**src/hdl/fos_pkg.sv**
```systemverilog
// package: shared constants and types
package fos_pkg;

    // ==========================================================
    // clock and timing
    // ==========================================================
    localparam int CLK_PERIOD_NS   = 50;
    localparam int WORD_PROG_NS    = 18000;   // typical word program time
    localparam int SUSP_LAT_NS     = 20000;   // longest suspend latency
    // cycle counts, floor of one
    localparam int PROG_CYC_I      = WORD_PROG_NS / CLK_PERIOD_NS;
    localparam int SUSP_CYC_I      = SUSP_LAT_NS / CLK_PERIOD_NS;
    localparam int PROG_CYC        = (PROG_CYC_I < 1) ? 1 : PROG_CYC_I;
    localparam int SUSP_CYC        = (SUSP_CYC_I < 1) ? 1 : SUSP_CYC_I;
    localparam int ERASE_S_MS      = 1100;    // typical block erase, ms
    localparam int UNPROT_S_MS     = 750;     // typical unprotect all, ms
    localparam int ERASE_CYC_DEF   = ERASE_S_MS * (1000000 / CLK_PERIOD_NS);
    localparam int UNPROT_CYC_DEF  = UNPROT_S_MS * (1000000 / CLK_PERIOD_NS);
    localparam int CNT_W           = 25;
    localparam int SLAT_W          = 9;

    // ==========================================================
    // command codes on the link
    // ==========================================================
    localparam logic [3:0] CMD_NONE      = 4'h0;
    localparam logic [3:0] CMD_WORD_PROG = 4'h1;
    localparam logic [3:0] CMD_BUF_PROG  = 4'h2;   // buffered_write_op
    localparam logic [3:0] CMD_ERASE     = 4'h3;
    localparam logic [3:0] CMD_PROTECT   = 4'h4;
    localparam logic [3:0] CMD_UNPROT    = 4'h5;
    localparam logic [3:0] CMD_SUSPEND   = 4'h6;
    localparam logic [3:0] CMD_RESUME    = 4'h7;
    localparam logic [3:0] CMD_CLEAR     = 4'h8;
    localparam logic [3:0] CMD_BAD_SEQ   = 4'h9;   // malformed sequence

    // ==========================================================
    // status byte layout
    // ==========================================================
    localparam int BIT_IDLE      = 7;
    localparam int BIT_ERS_SUSP  = 6;
    localparam int BIT_ERS_FAIL  = 5;
    localparam int BIT_PRG_FAIL  = 4;
    localparam int BIT_VPP_ERR   = 3;
    localparam int BIT_PRG_SUSP  = 2;
    localparam int BIT_PROT_ERR  = 1;
    localparam int BIT_RSVD      = 0;
    localparam logic [7:0] ERR_MASK  = 8'h3A;
    localparam logic [7:0] RSVD_MASK = 8'hFE;

    // ==========================================================
    // host register map (AHB-Lite byte offsets)
    // ==========================================================
    localparam logic [7:0] OFS_CMD    = 8'h00;
    localparam logic [7:0] OFS_CTRL   = 8'h04;
    localparam logic [7:0] OFS_STATUS = 8'h08;
    localparam int CTRL_VPP     = 0;
    localparam int CTRL_STATRD  = 1;
    localparam int STS_VALID    = 8;
    localparam int STS_REFUSED  = 9;
    localparam logic [1:0] CTRL_RESET = 2'h0;

    // ==========================================================
    // device sequencer states
    // ==========================================================
    typedef enum logic [1:0] {
        SEQ_IDLE    = 2'b00,
        SEQ_RUN     = 2'b01,
        SEQ_SUSPEND = 2'b10
    } fos_seq_t;

endpackage

```
**src/hdl/fos_if.sv**
```systemverilog
// interface: command and status link
`timescale 1ns/1ps
interface fos_if;
    logic       cmdValid;   // one-cycle command strobe
    logic [3:0] cmdCode;
    logic       vppLvl;     // program-enable pin level
    logic       statRd;     // host output enable for status reads
    logic [7:0] dqOut;      // device drive value
    logic [7:0] dqOe;       // device drive enables
    logic [7:0] dqLvl;      // undriven bits read low

    // ==========================================================
    // wire resolution of the data lines
    // ==========================================================
    assign dqLvl = dqOut & dqOe;

    modport dev  (input cmdValid, cmdCode, vppLvl, statRd,
                  output dqOut, dqOe);
    modport host (output cmdValid, cmdCode, vppLvl, statRd,
                  input dqLvl, dqOe);
endinterface

```
**src/hdl/fos_dev_end.sv**
```systemverilog
// device end: sequencer with status byte
//
// Overview of operation
// (RULE1) program failure flag stays until clear or reset
// (RULE2) low program-enable pin sets supply error flag
// (RULE3) buffered program does not report supply error
// (RULE4) supply error flag stays until clear or reset
// (RULE5) clear error flags before new operations
// (RULE6) program suspend flag high only while paused
// (RULE7) suspend flags valid only when idle bit high
// (RULE8) resume returns program suspend flag low
// (RULE9) protected target sets protect and fail flag
// (RULE10) protect flag stays until clear or reset
// (RULE11) host masks reserved bit zero
// (RULE12) busy: idle bit and bits six-one low
// (RULE13) ready status 80h, C0h in erase suspend
// (RULE14) paused program 84h, C4h inside erase suspend
// (RULE15) bad sequence sets both failures, B0h or F0h
// (RULE16) supply error codes 98h, D8h, A8h
// (RULE17) protect violation codes 92h, D2h, A2h
// (RULE18) cell failure codes 90h, D0h, A0h
// (RULE19) successful erase or unprotect gives 80h
// (RULE20) status byte on lowest eight data lines
// (RULE21) idle bit low while sequencer runs
// (RULE22) erase suspend flag high while erase paused
// (RULE23) erase failure flag on erase verify failure
// (RULE24) clear resets all four error flags together
//
// Implementation choices: the placing of the registers and the AHB-Lite slave port.
`timescale 1ns/1ps
module fos_dev_end
    import fos_pkg::*;
#(
    parameter int PROG_CYCLES   = PROG_CYC,
    parameter int ERASE_CYCLES  = ERASE_CYC_DEF,
    parameter int UNPROT_CYCLES = UNPROT_CYC_DEF,
    parameter int SUSP_CYCLES   = SUSP_CYC
) (
    input  wire logic mclk,
    input  wire logic resetn,
    fos_if.dev        lnk,
    input  wire logic tgtProtected,
    input  wire logic cellFail,
    output logic      seqBusy
);
    // ==========================================================
    // parameter checks
    // ==========================================================
    initial begin
        if (PROG_CYCLES < 1 || ERASE_CYCLES < 1 || UNPROT_CYCLES < 1 ||
            ERASE_CYCLES >= (1 << CNT_W) || UNPROT_CYCLES >= (1 << CNT_W) ||
            PROG_CYCLES >= (1 << CNT_W)) begin
            $error("fos_dev_end: operation count out of range");
        end
        if (SUSP_CYCLES < 1 || SUSP_CYCLES >= (1 << SLAT_W)) begin
            $error("fos_dev_end: suspend latency out of range");
        end
    end

    typedef struct packed {
        fos_seq_t          st;
        logic [CNT_W-1:0]  cnt;        // cycles left in running op
        logic [CNT_W-1:0]  eraseCnt;   // cycles left of paused erase
        logic [SLAT_W-1:0] slat;       // suspend latency left
        logic              isErase;    // running op is erase/unprotect
        logic              progSusp;
        logic              eraseSusp;
        logic [1:0]        vppSync;
        logic [7:0]        dqOut;
        logic [7:0]        dqOe;
        logic              busy;
    } fos_dev_st_t;

    fos_dev_st_t s_q;
    fos_dev_st_t s_d;

    logic ersFail;
    logic prgFail;
    logic vppErr;
    logic protErr;
    logic setErs;
    logic setPrg;
    logic setVpp;
    logic setProt;
    logic clrFlags;
    logic vppOk;
    logic anyErr;
    logic isProgCmd;
    logic isEraseCmd;
    logic [7:0] stsByte;

    // ==========================================================
    // sticky error flags
    // ==========================================================
    fos_sticky_flag u_ersFail (
        .mclk     (mclk),
        .resetn   (resetn),
        .setPulse (setErs),
        .clrPulse (clrFlags),
        .flag     (ersFail)
    );
    fos_sticky_flag u_prgFail (
        .mclk     (mclk),
        .resetn   (resetn),
        .setPulse (setPrg),
        .clrPulse (clrFlags),
        .flag     (prgFail)
    );
    fos_sticky_flag u_vppErr (
        .mclk     (mclk),
        .resetn   (resetn),
        .setPulse (setVpp),
        .clrPulse (clrFlags),
        .flag     (vppErr)
    );
    fos_sticky_flag u_protErr (
        .mclk     (mclk),
        .resetn   (resetn),
        .setPulse (setProt),
        .clrPulse (clrFlags),
        .flag     (protErr)
    );

    // ==========================================================
    // command decode helpers
    // ==========================================================
    assign vppOk      = s_q.vppSync[1];
    assign anyErr     = ersFail | prgFail | vppErr | protErr;
    assign isProgCmd  = (lnk.cmdCode == CMD_WORD_PROG) ||
                        (lnk.cmdCode == CMD_BUF_PROG) ||
                        (lnk.cmdCode == CMD_PROTECT);
    assign isEraseCmd = (lnk.cmdCode == CMD_ERASE) ||
                        (lnk.cmdCode == CMD_UNPROT);

    // status byte while the sequencer is inactive
    always_comb begin
        stsByte               = 8'h00;
        stsByte[BIT_IDLE]     = 1'b1;                 // RULE21
        stsByte[BIT_ERS_SUSP] = s_q.eraseSusp;        // RULE22
        stsByte[BIT_ERS_FAIL] = ersFail;              // RULE23
        stsByte[BIT_PRG_FAIL] = prgFail;              // RULE1
        stsByte[BIT_VPP_ERR]  = vppErr;               // RULE4
        stsByte[BIT_PRG_SUSP] = s_q.progSusp;         // RULE6
        stsByte[BIT_PROT_ERR] = protErr;              // RULE10
    end

    // ==========================================================
    // sequencer next state
    // ==========================================================
    always_comb begin
        s_d      = s_q;
        setErs   = 1'b0;
        setPrg   = 1'b0;
        setVpp   = 1'b0;
        setProt  = 1'b0;
        clrFlags = 1'b0;
        s_d.vppSync = {s_q.vppSync[0], lnk.vppLvl};
        case (s_q.st)
            SEQ_IDLE: begin
                if (lnk.cmdValid) begin
                    if (lnk.cmdCode == CMD_CLEAR) begin
                        clrFlags = 1'b1;                          // RULE24
                    end else if (lnk.cmdCode == CMD_RESUME) begin
                        if (s_q.progSusp) begin
                            s_d.progSusp = 1'b0;                  // RULE8
                            s_d.st       = SEQ_RUN;
                        end else if (s_q.eraseSusp) begin
                            s_d.eraseSusp = 1'b0;                 // RULE22
                            s_d.cnt       = s_q.eraseCnt;
                            s_d.isErase   = 1'b1;
                            s_d.st        = SEQ_RUN;
                        end
                    end else if (lnk.cmdCode == CMD_BAD_SEQ) begin
                        setErs = 1'b1;                            // RULE15
                        setPrg = 1'b1;                            // RULE15
                    end else if (s_q.progSusp || anyErr) begin
                        // refused while flags stand
                        s_d.st = SEQ_IDLE;                        // RULE5
                    end else if (isProgCmd) begin
                        if (s_q.eraseSusp &&
                            lnk.cmdCode == CMD_PROTECT) begin
                            s_d.st = SEQ_IDLE;
                        end else if (!vppOk &&
                                     lnk.cmdCode != CMD_BUF_PROG) begin
                            setVpp = 1'b1;                        // RULE2
                            setPrg = 1'b1;                        // RULE16
                        end else if (tgtProtected &&
                                     lnk.cmdCode != CMD_PROTECT) begin
                            setProt = 1'b1;                       // RULE9
                            setPrg  = 1'b1;                       // RULE17
                        end else begin
                            // buffered program runs even with pin low
                            s_d.isErase = 1'b0;                   // RULE3
                            s_d.cnt     = CNT_W'(PROG_CYCLES);
                            s_d.st      = SEQ_RUN;
                        end
                    end else if (isEraseCmd && !s_q.eraseSusp) begin
                        if (!vppOk) begin
                            setVpp = 1'b1;                        // RULE2
                            setErs = 1'b1;                        // RULE16
                        end else if (tgtProtected &&
                                     lnk.cmdCode == CMD_ERASE) begin
                            setProt = 1'b1;                       // RULE9
                            setErs  = 1'b1;                       // RULE17
                        end else begin
                            s_d.isErase = 1'b1;
                            s_d.cnt     = (lnk.cmdCode == CMD_ERASE) ?
                                          CNT_W'(ERASE_CYCLES) :
                                          CNT_W'(UNPROT_CYCLES);
                            s_d.st      = SEQ_RUN;
                        end
                    end
                end
            end
            SEQ_RUN, SEQ_SUSPEND: begin
                s_d.cnt = s_q.cnt - CNT_W'(1);
                if (s_q.st == SEQ_SUSPEND) begin
                    s_d.slat = s_q.slat - SLAT_W'(1);
                end else if (lnk.cmdValid && lnk.cmdCode == CMD_SUSPEND) begin
                    s_d.slat = SLAT_W'(SUSP_CYCLES);
                    s_d.st   = SEQ_SUSPEND;
                end
                if (s_q.cnt == CNT_W'(1)) begin
                    // op done, maybe before pausing
                    s_d.st = SEQ_IDLE;                            // RULE7
                    if (cellFail) begin
                        setErs = s_q.isErase;                     // RULE18
                        setPrg = !s_q.isErase;                    // RULE18
                    end
                end else if (s_q.st == SEQ_SUSPEND &&
                             s_q.slat == SLAT_W'(1)) begin
                    s_d.st = SEQ_IDLE;
                    if (s_q.isErase) begin
                        s_d.eraseSusp = 1'b1;                     // RULE22
                        s_d.eraseCnt  = s_d.cnt;
                    end else begin
                        s_d.progSusp  = 1'b1;                     // RULE6
                    end
                end
            end
            default: begin
                s_d.st = SEQ_IDLE;
            end
        endcase

        // status drive from current state
        s_d.busy = (s_d.st != SEQ_IDLE);
        if (s_q.st != SEQ_IDLE) begin
            s_d.dqOut = 8'h00;                                    // RULE12
        end else begin
            s_d.dqOut = stsByte;                                  // RULE13
        end
        s_d.dqOe = lnk.statRd ? RSVD_MASK : 8'h00;                // RULE20
    end

    // ==========================================================
    // state register
    // ==========================================================
    always_ff @(posedge mclk or negedge resetn) begin
        if (!resetn) begin
            s_q <= '0;
        end else begin
            s_q <= s_d;
        end
    end

    assign lnk.dqOut = s_q.dqOut;
    assign lnk.dqOe  = s_q.dqOe;
    assign seqBusy   = s_q.busy;
endmodule // fos_dev_end

```
**src/hdl/fos_sticky_flag.sv**
```systemverilog
// sticky status flag: set wins, clear or reset
`timescale 1ns/1ps
module fos_sticky_flag (
    input  wire logic mclk,
    input  wire logic resetn,
    input  wire logic setPulse,
    input  wire logic clrPulse,
    output logic      flag
);
    typedef struct packed {
        logic flag;
    } fos_flag_st_t;

    fos_flag_st_t s_q;
    fos_flag_st_t s_d;

    // set wins over a clear in the same cycle
    always_comb begin
        s_d = s_q;
        if (setPulse) begin
            s_d.flag = 1'b1;
        end else if (clrPulse) begin
            s_d.flag = 1'b0;
        end
    end

    // ==========================================================
    // state register
    // ==========================================================
    always_ff @(posedge mclk or negedge resetn) begin
        if (!resetn) begin
            s_q <= '0;
        end else begin
            s_q <= s_d;
        end
    end

    assign flag = s_q.flag;
endmodule // fos_sticky_flag

```
**src/flat_wrapper.sv**
```systemverilog
// flat-port wrapper written by rule: the top's interface ports become plain ports
module fos_dev_end_flat import fos_pkg::*;
#(
    parameter int PROG_CYCLES   = PROG_CYC,
    parameter int ERASE_CYCLES  = ERASE_CYC_DEF,
    parameter int UNPROT_CYCLES = UNPROT_CYC_DEF,
    parameter int SUSP_CYCLES   = SUSP_CYC
)
  (mclk, resetn, tgtProtected, cellFail, seqBusy, lnk_cmdValid, lnk_cmdCode, lnk_vppLvl, lnk_statRd, lnk_dqOut, lnk_dqOe);
  fos_if lnk_i ();
  input  wire logic mclk;
  input  wire logic resetn;
  input  wire logic tgtProtected;
  input  wire logic cellFail;
  output logic seqBusy;
  input wire logic [$bits(lnk_i.cmdValid)-1:0] lnk_cmdValid;
  input wire logic [$bits(lnk_i.cmdCode)-1:0] lnk_cmdCode;
  input wire logic [$bits(lnk_i.vppLvl)-1:0] lnk_vppLvl;
  input wire logic [$bits(lnk_i.statRd)-1:0] lnk_statRd;
  output wire logic [$bits(lnk_i.dqOut)-1:0] lnk_dqOut;
  output wire logic [$bits(lnk_i.dqOe)-1:0] lnk_dqOe;
  assign lnk_i.cmdValid = lnk_cmdValid;
  assign lnk_i.cmdCode = lnk_cmdCode;
  assign lnk_i.vppLvl = lnk_vppLvl;
  assign lnk_i.statRd = lnk_statRd;
  assign lnk_dqOut = lnk_i.dqOut;
  assign lnk_dqOe = lnk_i.dqOe;
  fos_dev_end #(.PROG_CYCLES(PROG_CYCLES), .ERASE_CYCLES(ERASE_CYCLES), .UNPROT_CYCLES(UNPROT_CYCLES), .SUSP_CYCLES(SUSP_CYCLES)) u_core (.mclk(mclk), .resetn(resetn), .lnk(lnk_i), .tgtProtected(tgtProtected), .cellFail(cellFail), .seqBusy(seqBusy));
endmodule
```
**config.mk**
```make
export PLATFORM = sky130hd
export DESIGN_NAME = fos_dev_end_flat
export DESIGN_NICKNAME = d
export VERILOG_FILES = /design/src/hdl/fos_pkg.sv /design/src/hdl/fos_if.sv /design/src/hdl/fos_dev_end.sv /design/src/hdl/fos_sticky_flag.sv /design/src/flat_wrapper.sv
export SDC_FILE = /design/constraint.sdc
export NUM_CORES = 1
export LEC_CHECK = 0
export BUFFER_PORTS_ARGS = -buffer_cell sky130_fd_sc_hd__buf_2
export CAP_MARGIN = 0
export CORE_ASPECT_RATIO = 1.1
export CORE_MARGIN = 5
export CORE_UTILIZATION = 56
export CTS_CLUSTER_SIZE = 28
export DETAILED_ROUTE_END_ITERATION = 7
export GPL_TIMING_DRIVEN = 0
export PLACE_DENSITY = 0.82
export SLEW_MARGIN = 20
export SYNTH_ARGS = -nofsm -noshare
export SYNTH_HDL_FRONTEND = slang
export SYNTH_HIERARCHICAL = 1
export SYNTH_SLANG_ARGS = --single-unit
```
**constraint.sdc**
```tcl
create_clock -name mclk -period 2.36 [get_ports mclk]
set_input_delay 0.118 -clock mclk [delete_from_list [all_inputs] [get_ports mclk]]
set_output_delay 0.118 -clock mclk [all_outputs]
set_load 0.02 [all_outputs]
```
# Yosys cells after proc, flatten, opt, wreduce, memory -nomap -nowiden
# Cells that the tools add are included.
[totals] wordCells=198 out_inout_bits=17 regBits=87 input_bits=11
[classes] n_eq_ne=41 reduce_logical=32 add_sub_neg=2 n_mux=103 bitwise=5
[op_table] operator="$mux 27" n=11
[op_table] operator="$mux 25" n=4
[op_table] operator="$mux 1" n=67
[op_table] operator="$pmux 25 s2" n=1
[op_table] operator="$reduce_and 13->1" n=2
[op_table] operator="$eq 25x1->1 const B" n=1
[op_table] operator="$sub 25x1->25 const B" n=1
[op_table] operator="$mux 2" n=12
[op_table] operator="$mux 9" n=2
[op_table] operator="$eq 4x3->1 const B" n=4
[op_table] operator="$mux 8" n=2
[op_table] operator="$reduce_bool 2->1" n=8
[op_table] operator="$ne 2x1->1 const B" n=6
[op_table] operator="$ne 2x2->1 const B" n=6
[op_table] operator="$ne 3x3->1 const B" n=4
[op_table] operator="$ne 4x4->1 const B" n=3
[op_table] operator="$eq 9x1->1 const B" n=1
[op_table] operator="$ne 3x2->1 const B" n=3
[op_table] operator="$sub 9x1->9 const B" n=1
[op_table] operator="$eq 4x2->1 const B" n=2
[op_table] operator="$eq 4x4->1 const B" n=2
[op_table] operator="$ne 4x1->1 const B" n=2
[op_table] operator="$ne 4x2->1 const B" n=2
[op_table] operator="$pmux 2 s2" n=2
[op_table] operator="other kinds (18)" n=34

# Longest topological paths before layout
# Gate-level depths: netlist of the first run.
[depth] word_depth=13 ltp_mapped=10 depth_no_buf=8

# By module
# The synthesis of the first run kept the hierarchy.
[by_module_without_submodules] module="fos_dev_end" area_per_inst_um2=4708.3 cells_each=546 instances=1
[by_module_without_submodules] module="fos_sticky_flag" area_per_inst_um2=36.3 cells_each=3 instances=4

# Worst setup path before layout of the first run
# Ideal clock, no wire load.
[synth_path] path_type="register to register" start="register u_core/s_q[19] (netlist bit)" end="register u_core/s_q[56] (netlist bit)" synth_period_minus_slack_ps=2390 required_ps=2233 arrival_time_ps=2263 setup_slack_ps=-30 path_stages_with_launch=9 path_cell_list="dfrtp_1 -> buf_2 -> nand3b_4 -> a2111oi_4 -> o21ai_2 -> a211oi_4 -> or2_1 -> buf_4 -> mux2_1"
[synth_via] elab_chain_cells=4
[synth_lines] element="start, declared" line="fos_dev_end.sv:74" rtl="fos_dev_st_t s_q;"
[synth_lines] element="start signal, assigned" line="fos_dev_end.sv:261" rtl="s_q <= '0;"
[synth_lines] element="start signal, assigned" line="fos_dev_end.sv:263" rtl="s_q <= s_d;"
[synth_lines] element="$logic_not 1->1" line="fos_dev_end.sv:197" rtl="end else if (isEraseCmd && !s_q.eraseSusp) begin"
[synth_lines] element="$logic_and 1x1->1" line="fos_dev_end.sv:197"
[synth_lines] element="$ne 4x1->1 (no source line)"
[synth_lines] element="$reduce_and 13->1 (no source line) (*)"
# Mark *: on every way between the ends. The rest lies on a longest branch, timed or not.
# A chain may end at the register's enable or synchronous reset.

# Final worst setup path of the first run
[layout_path] start="register u_core/s_q[29] (netlist bit)" end="register u_core/s_q[51] (netlist bit)"
[layout_via] elab_chain_cells=3
[layout_lines] element="$eq 9x1->1" line="fos_dev_end.sv:231" rtl="s_q.slat == SLAT_W'(1)) begin"
[layout_lines] element="$logic_and 1x1->1" line="fos_dev_end.sv:230" rtl="end else if (s_q.st == SEQ_SUSPEND &&"
[layout_lines] element="$reduce_and 4->1 (no source line)"
# Every way passes these cells.

==> impl_metrics.toml, run 1 <==
[outcome]
status = "finished, violations left"
violations = "negative setup slack"

[place]
port_buffers = 25
place_area_mm2 = 0.00514
gp_congestion = 0.948
dp_slack_ns = -0.439
dp_cells = 696
hpwl_um = 8880

[clocking]
tritoncts = "built"
clock_latency_ns = 0.36
clkSinkCount = 79
clk_pin_slew_ns = 0.08
cts_root_buffer = "clkbuf_8"
clk_path_buf_depth = 2
cts_max_level = 3
cts_made_buffers = 9

[grt]
grt_pass1_vias = 4355
grtUsageTotal = 0.251
grt_pass1_wl_um = 21400
grt_max_degree = 45
grt_overflow = 0
antenna_found_initial = 0

[sta]
hold_viol = 0
fin_crit_sh = 1.00
finalWorstSetupSlack_ns = -0.0106
slew-limit-headroom = 0.466
drv_slew = 0
worst_pin_slew_ns = 0.795
rsz0062_at_grt = "true"
min_period_ns = 2.37
setup_viol = 5
fmax_mhz = 422
skew_ns = 0.0129

[synth]
ys_ff_latch = 79
synthCells = 558
synth_cell_types = 68
synth_enable_flop_cells = 0
netlist.area_leader.share = 0.407
ys_warn_count = 6
synthArstFlopShare = 1.00
syn_area_per_cell_um2 = 8.70
synth_ff_type = "dfrtp_1"
seq_area_frac_synth = 0.407
netlist_area_mm2 = 0.00485
synthTopCellsByArea = "dfrtp_1 (41%), nand2_1 (5.3%), o21ai_0 (4.0%)"
yosys.area.top_type = "dfrtp_1"

[min_path]
hold_class = "input pin to async pin"

[detailed_routing]
drt-initial-drc-count = 449
drc = 0
viasPerCell = 6.32
routed_wirelength_um = 13500
post_drt_wl_per_cell_um = 18.4
ant_nets = 0
num_vias = 4623
drt_pass1_iterations = 5

[finish]
finalNonFillerCells = 731
utilization = 0.689
final_common_cell = "dfrtp_1"
n_antenna_cell = 0
final_cell_mix = "dfrtp_1 (77), nand2_1 (57), buf_4 (35)"
drive_gt1_frac = 0.229
area_delta_synth_final_pct = 19.3
stdcell_area_mm2 = 0.00579
nets = 633

[worst_setup_path]
slowest_delay_ns = 0.56
cp.depth = 6
r2r_slack_ns = -0.01
worstPathCellList = "or4_4, or4_4, a31oi_4, nand3_4, buf_6, o21ai_0"
critPathRequiredTime_ns = 2.63
r2r-end = "u_core/s_q[51]$_DFFE_PN0P_"
cp_slowest_cell = "or4_4"
reg2regPathDepth = 6
crit_family = "simple AND/OR/NAND/NOR gates"
worstPathArrival_ns = 2.64
crit_buf_inv = 1
r2r_start = "u_core/s_q[29]$_DFFE_PN0P_"
startpoint_type = "flop"
path_max_fanout = 10
cp_common_cell = "or4_4"
crit_path_end_kind = "flop"
criticalPathCategory = "flop to flop"

[floorplanning]
initial_core_util = 0.577
ios = 28
die_area_mm2 = 0.0106
die_y_um = 108
num_rows = 35
fp.dieW_um = 98.8
core_mm2 = 0.00841

[flow_run]
maxCapViolCount = 0

[power_and_ir_drop]
ir_drop_mv = 0.943
powerDensity_mw_per_mm2 = 1220
finalPower_uw = 7030
leakage_uw = 0.00247
-- registers in the layout, indices dropped and copies added, names as in the netlist --
signal,flops
u_core/lnk.dqOut,7
u_core/u_prgFail/flag,1
u_core/seqBusy,1
u_core/u_vppErr/flag,1
u_core/s_d,1
u_core/s_q,65
u_core/u_protErr/flag,1
u_core/u_ersFail/flag,1
u_core/lnk.dqOe,1
-- stage by stage --
step,hold WS [ns],setup TNS (ns)
after detailed placement,0.106,-12.74
after CTS,0.237,0
after global placement,0.225,-11.47
after floorplan,-0.178,0
after global routing,0.273,-1.66
final,0.257,-0.0335
-- cells in the mapped netlist, drive strengths merged, types with 3 or more instances --
cell type and n:
and2 11, clkbuf 21, nand2 69, ha 7, nand2b 5, a22o 4
or4 6, inv 23, o2111ai 3, or2 6, xor2 9, a21oi 28
or3 8, nor2 36, nor2b 6, a32oi 6, a211oi 3, nor4 12
and3 3, nor3 16, nand3 13, o2bb2ai 18, a31oi 9, buf 28
o22ai 18, dfrtp 79, xnor2 19, a21boi 3, nor3b 3, a21o 5
o21ai 49
-- where the power goes --
part | leakage (uW) | internal, uW | switching (uW)
combinational | 0.00132 | 1540 | 2330
sequential | 0.00105 | 1710 | 407
clock | 0.0000988 | 549 | 498
total | 0.00247 | 3800 | 3230
-- cells by family (layout without fill, tap and decap cells) --
group	Yosys count	in the layout	share of synthesized area
multiplexers	2	2	0.00464
AND/OR/NAND/NOR	206	206	0.220
AO/OA/AOI/OAI	163	163	0.225
adder cells (fa/ha/maj)	7	7	0.0180
buffers and inverters	72	133	0.0735
flip-flops	79	79	0.407
XOR/XNOR	28	28	0.0505
other	1	2	0.000773
-- area by class of cell --
cell class,count,area (um2)
Timing Repair Buffer,47,352
Sequential cell,79,1980
Buffer,47,329
Multi-Input combinational cell,408,2700
Clock inverter,4,53.8
Inverter,23,86.3
Tap cell,111,139
Clock buffer,12,155
Fill cell,670,2620
-- metal layers --
| metal | share of wire | wire length [um] | track usage | vias up |
|---|---|---|---|---|
| li1 | - | - | - | 2103 |
| met1 | 0.41 | 5460 | 0.324 | 2190 |
| met2 | 0.48 | 6500 | 0.414 | 284 |
| met3 | 0.080 | 1080 | 0.0531 | 46 |
| met4 | 0.032 | 434 | 0.0976 | 0 |
| met5 | 0 | 0 | 0 | - |
-- how the worst max path moves through the flow --
stage                               start                    endpoint
2_1_floorplan  u_core/s_q[19]$_DFFE_PN0P_  u_core/s_q[56]$_DFFE_PN0P_
3_3_place_gp     u_core/s_q[81]$_DFF_PN0_  u_core/s_q[80]$_DFFE_PN0P_
3_5_place_dp     u_core/s_q[82]$_DFF_PN0_  u_core/s_q[80]$_DFFE_PN0P_
4_1_cts        u_core/s_q[29]$_DFFE_PN0P_  u_core/s_q[32]$_DFFE_PN0P_
5_1_grt        u_core/s_q[29]$_DFFE_PN0P_  u_core/s_q[43]$_DFFE_PN0P_
6_report       u_core/s_q[29]$_DFFE_PN0P_  u_core/s_q[51]$_DFFE_PN0P_
-- timing repair --
action,CTS,global route
resized for setup,23,70
setup buffers,6,10
endpoints found under the hold margin,37,0
hold buffers,3,0
endpoints found under the setup margin,52,57
pin swaps,6,18
cloned,0,2
Note: power is estimated with default switching activity, not from simulation.
==> run 2: changes to the inputs <==
==> constraint.sdc (replaced) <==
create_clock -name mclk -period 2.36 [get_ports mclk]
set_input_delay 0.472 -clock mclk [delete_from_list [all_inputs] [get_ports mclk]]
set_output_delay 0.472 -clock mclk [all_outputs]
set_load 0.02 [all_outputs]
==> impl_metrics.toml, run 2 (same netlist as run 1, synthesis figures left out) <==
[power_and_ir_drop]
swShare = 0.461
powerDensity_mw_per_mm2 = 1220
ir_drop_mv = 0.942
power_frac_seq = 0.301
combinationalPowerShare = 0.550
internal_power_uw = 3800
p_clk_frac = 0.149
leakage_uw = 0.00247
p_sw_uw = 3250

[sta]
worst_pin_slew_ns = 0.702
setup_viol = 4
fin_crit_sh = 1.00
skew_ns = 0.0131
drv_slew = 0
rsz0062_at_grt = "true"
hold_viol = 0
min_period_ns = 2.37
finalWorstSetupSlack_ns = -0.00807
slew-limit-headroom = 0.532
fmax_mhz = 422

[detailed_routing]
routed_wirelength_um = 13500
drc = 0
drt-initial-drc-count = 443
ant_nets = 0
num_vias = 4625
viasPerCell = 6.36
post_drt_wl_per_cell_um = 18.6
drt_pass1_iterations = 5

[floorplanning]
ios = 28
initial_core_util = 0.577
die_y_um = 108
die_area_mm2 = 0.0106
num_rows = 35
fp.dieW_um = 98.8
core_mm2 = 0.00841

[clocking]
cts_made_buffers = 9
hold_buffers = 0
cts_max_level = 3
clock_latency_ns = 0.35
clk_pin_slew_ns = 0.09
tritoncts = "built"
clk_path_buf_depth = 2
clkSinkCount = 79
cts_root_buffer = "clkbuf_8"

[finish]
finalNonFillerCells = 727
nFillCells = 665
largest_reg_flops = 65
multi_input_area_mm2 = 0.00271
seqCellArea_mm2 = 0.00198
n_antenna_cell = 0
area_delta_synth_final_pct = 18.9
final_cell_mix = "dfrtp_1 (77), nand2_1 (57), buf_4 (35)"
nets = 629
final_common_cell = "dfrtp_1"
top_register = "u_core/s_q"
drive_gt1_frac = 0.239
utilization = 0.686

[worst_setup_path]
cp_slowest_cell = "or4_4"
path_max_fanout = 10
startpoint_type = "flop"
worstPathCellList = "or4_4, or4_4, a31oi_4, nand3_4, buf_6, nand2_1, o21ai_0"
slowest_delay_ns = 0.56
criticalPathCategory = "flop to flop"
cp_common_cell = "or4_4"
critPathRequiredTime_ns = 2.60
worstPathArrival_ns = 2.60
crit_path_end_kind = "flop"

[grt]
antenna_found_initial = 0
grt_pass1_vias = 4346
grt_pass1_wl_um = 21400
grtUsageTotal = 0.251
grt_overflow = 0
grt_max_degree = 45

[min_path]
hold_class = "input pin to async pin"

[place]
gp_congestion = 0.948
dp_cells = 696
port_buffers = 25
hpwl_um = 8880

[outcome]
status = "finished, violations left"
violations = "negative setup slack"

[flow_run]
maxCapViolCount = 0
[run 2: cell types whose count changed in the layout (fill, tap and decap cells not counted), sizes merged]
cell         previous run  this run
clkbuf                 31        30
dlygate4sd3             3         0
[run 2: per-layer routing]
layer | up-vias | track usage | part of all wire
met2 | 276 | 0.412 | 0.47
met1 | 2190 | 0.325 | 0.41
met5 | - | 0 | 0
met4 | 0 | 0.0976 | 0.040
li1 | 2090 | - | -
met3 | 69 | 0.0538 | 0.079
[run 2: what timing repair did]
item	in CTS	in global routing
buffers inserted	6	10
gates resized for setup	23	75
pin swaps	5	16
cloned	0	2
setup endpoints to repair	52	58
[run 2: cell type report]
cell class,count,area share
buffer,46,0.0564
clock buffer,12,0.0269
inverter,23,0.0150
sequential,79,0.343
clock inverter,4,0.00932
tap,111,0.0241
timing repair buffer,44,0.0557
multi-input combinational,408,0.470
[run 2: path summary, 6_finish.rpt]
| path | start | to | slack [ns] | cells after the start |
|---|---|---|---|---|
| max | u_core/s_q[29]$_DFFE_PN0P_ | u_core/s_q[43]$_DFFE_PN0P_ | -0.008 | 7 |
| min | resetn | u_core/s_q[33]$_DFFE_PN0P_ | 0.07 | 1 |
| max reg2reg | u_core/s_q[29]$_DFFE_PN0P_ | u_core/s_q[43]$_DFFE_PN0P_ | -0.008 | 7 |
| min reg2reg | u_core/s_d[18]$_DFF_PN0_ | u_core/s_q[18]$_DFF_PN0_ | 0.35 | 0 |
| max in group asynchronous | resetn | u_core/s_q[20]$_DFFE_PN0P_ | 1.69 | 2 |
| min in group mclk | lnk_vppLvl | u_core/s_d[18]$_DFF_PN0_ | 0.22 | 1 |
[run 2: power groups by stage]
stage	clock, uW	combinational, uW	sequential (uW)
after global placement	0	3250	2070
after detailed placement	0	3320	2100
after global routing	1120	4180	2170
final	1050	3870	2120
after floorplan	0	2540	2010
after CTS	1060	3520	2100
[run 2: worst max-delay path, delay by kind of cell, from the launching register on]
kind	cells	cell delay (ns)
flops	1	0.39
buf+inv	1	0.21
simple gates	4	1.37
compound gates	2	0.28
[run 2: through the flow]
stage | instance area [um2] | setup TNS (ns) | setup WS, ns | power, uW | hold slack, ns
2_1_floorplan | 4860 | 0 | 0.00622 | 4550 | 0.176
3_3_place_gp | 5120 | -14.01 | -0.492 | 5320 | 0.333
3_5_place_dp | 5140 | -15.20 | -0.501 | 5420 | 0.338
4_1_cts | 5490 | 0 | 0.00158 | 6670 | 0.0736
5_1_grt | 5770 | -1.61 | -0.0903 | 7470 | 0.0950
6_report | 5770 | -0.0215 | -0.00807 | 7050 | 0.0721
==> run 3: changes to the inputs <==
--- a/config.mk
+++ b/config.mk
@@ -8,12 +8,12 @@
 export BUFFER_PORTS_ARGS = -buffer_cell sky130_fd_sc_hd__buf_2
 export CAP_MARGIN = 0
 export CORE_ASPECT_RATIO = 1.1
-export CORE_MARGIN = 5
+export CORE_MARGIN = 3
 export CORE_UTILIZATION = 56
 export CTS_CLUSTER_SIZE = 28
 export DETAILED_ROUTE_END_ITERATION = 7
 export GPL_TIMING_DRIVEN = 0
-export PLACE_DENSITY = 0.82
+export PLACE_DENSITY = 0.83
 export SLEW_MARGIN = 20
 export SYNTH_ARGS = -nofsm -noshare
 export SYNTH_HDL_FRONTEND = slang
==> impl_metrics.toml, run 3 (same netlist as run 1, synthesis figures left out) <==
[place]
hpwl_um = 8730
place_area_mm2 = 0.00514
gp_congestion = 0.939
port_buffers = 25

[grt]
grt_max_degree = 42
grt_pass1_vias = 4342
grtUsageTotal = 0.270
grt_pass1_wl_um = 21100
grt_overflow = 0
antenna_found_initial = 0

[detailed_routing]
viasPerCell = 6.58
drt_pass1_iterations = 5
drt-initial-drc-count = 562
routed_wirelength_um = 14700
ant_nets = 0
post_drt_wl_per_cell_um = 20.0
num_vias = 4826
drc = 0

[finish]
drive_gt1_frac = 0.288
stdcell_area_mm2 = 0.00598
largest_reg_flops = 65
area_delta_synth_final_pct = 23.3
seqCellArea_mm2 = 0.00198
nets = 635
nFillCells = 611
top_register = "u_core/s_q"
utilization = 0.712
final_cell_mix = "dfrtp_1 (75), nand2_1 (53), buf_4 (36)"
final_common_cell = "dfrtp_1"
multi_input_area_mm2 = 0.00285
n_antenna_cell = 0

[worst_setup_path]
cp_slowest_cell = "or4_4"
r2r-end = "u_core/s_q[37]$_DFFE_PN0P_"
cp_common_cell = "or4_4"
reg2regPathDepth = 7
worstPathArrival_ns = 2.60
worstPathCellList = "or4_4, or4_4, a31oi_4, nand3_4, clkbuf_16, nand2_1, o21ai_1"
criticalPathCategory = "flop to flop"
crit_path_end_kind = "flop"
path_max_fanout = 8
r2r_start = "u_core/s_q[28]$_DFFE_PN0P_"
slowest_delay_ns = 0.55
startpoint_type = "flop"
r2r_slack_ns = 0.004
critPathRequiredTime_ns = 2.61

[sta]
drv_slew = 0
setup_viol = 0
slew-limit-headroom = 0.578
rsz0062_at_grt = "true"
min_period_ns = 2.36
hold_viol = 0
fmax_mhz = 424
skew_ns = 0.0148
worst_pin_slew_ns = 0.633
fin_crit_sh = 0.998

[clocking]
hold_buffers = 0
cts_root_buffer = "clkbuf_8"
cts_max_level = 3
clk_path_buf_depth = 2
clkSinkCount = 79
clock_latency_ns = 0.36
tritoncts = "built"
clk_pin_slew_ns = 0.09
cts_made_buffers = 9

[power_and_ir_drop]
leakage_uw = 0.00256
ir_drop_mv = 1.01
powerDensity_mw_per_mm2 = 1230

[outcome]
status = "complete, no violations"

[floorplanning]
fp.dieW_um = 94.8
core_mm2 = 0.00841
die_area_mm2 = 0.00982
die_y_um = 104
ios = 28
initial_core_util = 0.577
num_rows = 35

[flow_run]
maxCapViolCount = 0

[min_path]
hold_class = "input pin to async pin"
run 3: changes by cell type in the layout (fill, tap and decap cells not counted), moves of 3 or more:
cell / change
o22ai_1: -7
o21ai_0: -5
o22ai_2: +5
clkbuf_1: -4
clkbuf_2: +4
nand2_1: -4
nand2_2: +4
o21ai_1: +4
o2bb2ai_1: -4
o2bb2ai_2: +4
buf_8: +3
run 3: report_power, final:
| part | internal [uW] | switching, uW |
|---|---|---|
| sequential | 1710 | 452 |
| combinational | 1710 | 2580 |
| clock | 388 | 540 |
| total | 3810 | 3570 |
run 3: layout make-up:
class                           instances  share of cell area
Multi-Input combinational cell        408               0.476
Clock buffer                           10              0.0213
Inverter                               23              0.0144
Sequential cell                        79               0.331
Clock inverter                          6             0.00732
Timing Repair Buffer                   50              0.0677
Buffer                                 46              0.0583
Tap cell                              111              0.0232
run 3: repair_timing:
action | in CTS | in global routing
setup endpoints to repair | 52 | 59
resized for setup | 29 | 114
setup buffers | 7 | 13
pin swaps | 6 | 24
cloned | 0 | 4
run 3: how the worst max path moves through the flow:
stage / start / to / depth (start not counted)
2_1_floorplan: tgtProtected / u_core/s_q[56]$_DFFE_PN0P_ / 7
3_3_place_gp: u_core/s_q[81]$_DFF_PN0_ / u_core/s_q[80]$_DFFE_PN0P_ / 8
3_5_place_dp: u_core/s_q[82]$_DFF_PN0_ / u_core/s_q[80]$_DFFE_PN0P_ / 8
4_1_cts: u_core/s_q[18]$_DFF_PN0_ / u_core/s_q[56]$_DFFE_PN0P_ / 8
5_1_grt: u_core/s_q[19]$_DFFE_PN0P_ / u_core/s_q[57]$_DFFE_PN0P_ / 8
6_report: u_core/s_q[28]$_DFFE_PN0P_ / u_core/s_q[37]$_DFFE_PN0P_ / 7
run 3: worst max-delay path, delay by kind of cell, from the launching register on:
family	cells	cell delay (ns)
AO/OA/AOI/OAI	2	0.28
buffers and inverters	1	0.24
AND/OR/NAND/NOR	4	1.30
flip-flops	1	0.41
run 3: stage by stage:
step | worst slack, ns | power (uW) | hold slack, ns | cells | TNS, ns
after floorplan | 0.00622 | 4550 | 0.176 | 559 | 0
after global placement | -0.497 | 5310 | 0.332 | 695 | -14.04
after detailed placement | -0.528 | 5430 | 0.336 | 696 | -15.85
after CTS | 0.00311 | 6610 | 0.0911 | 717 | 0
after global routing | -0.0892 | 7740 | 0.0973 | 733 | -0.929
final | 0.00381 | 7380 | 0.0678 | 733 | 0
run 3: layer usage:
layer / global-route usage / part of all wire / up-vias
met3: 0.0661 / 0.098 / 93
met4: 0.106 / 0.051 / 0
met1: 0.359 / 0.38 / 2282
met5: 0 / 0 / -
met2: 0.422 / 0.47 / 338
li1: - / - / 2113
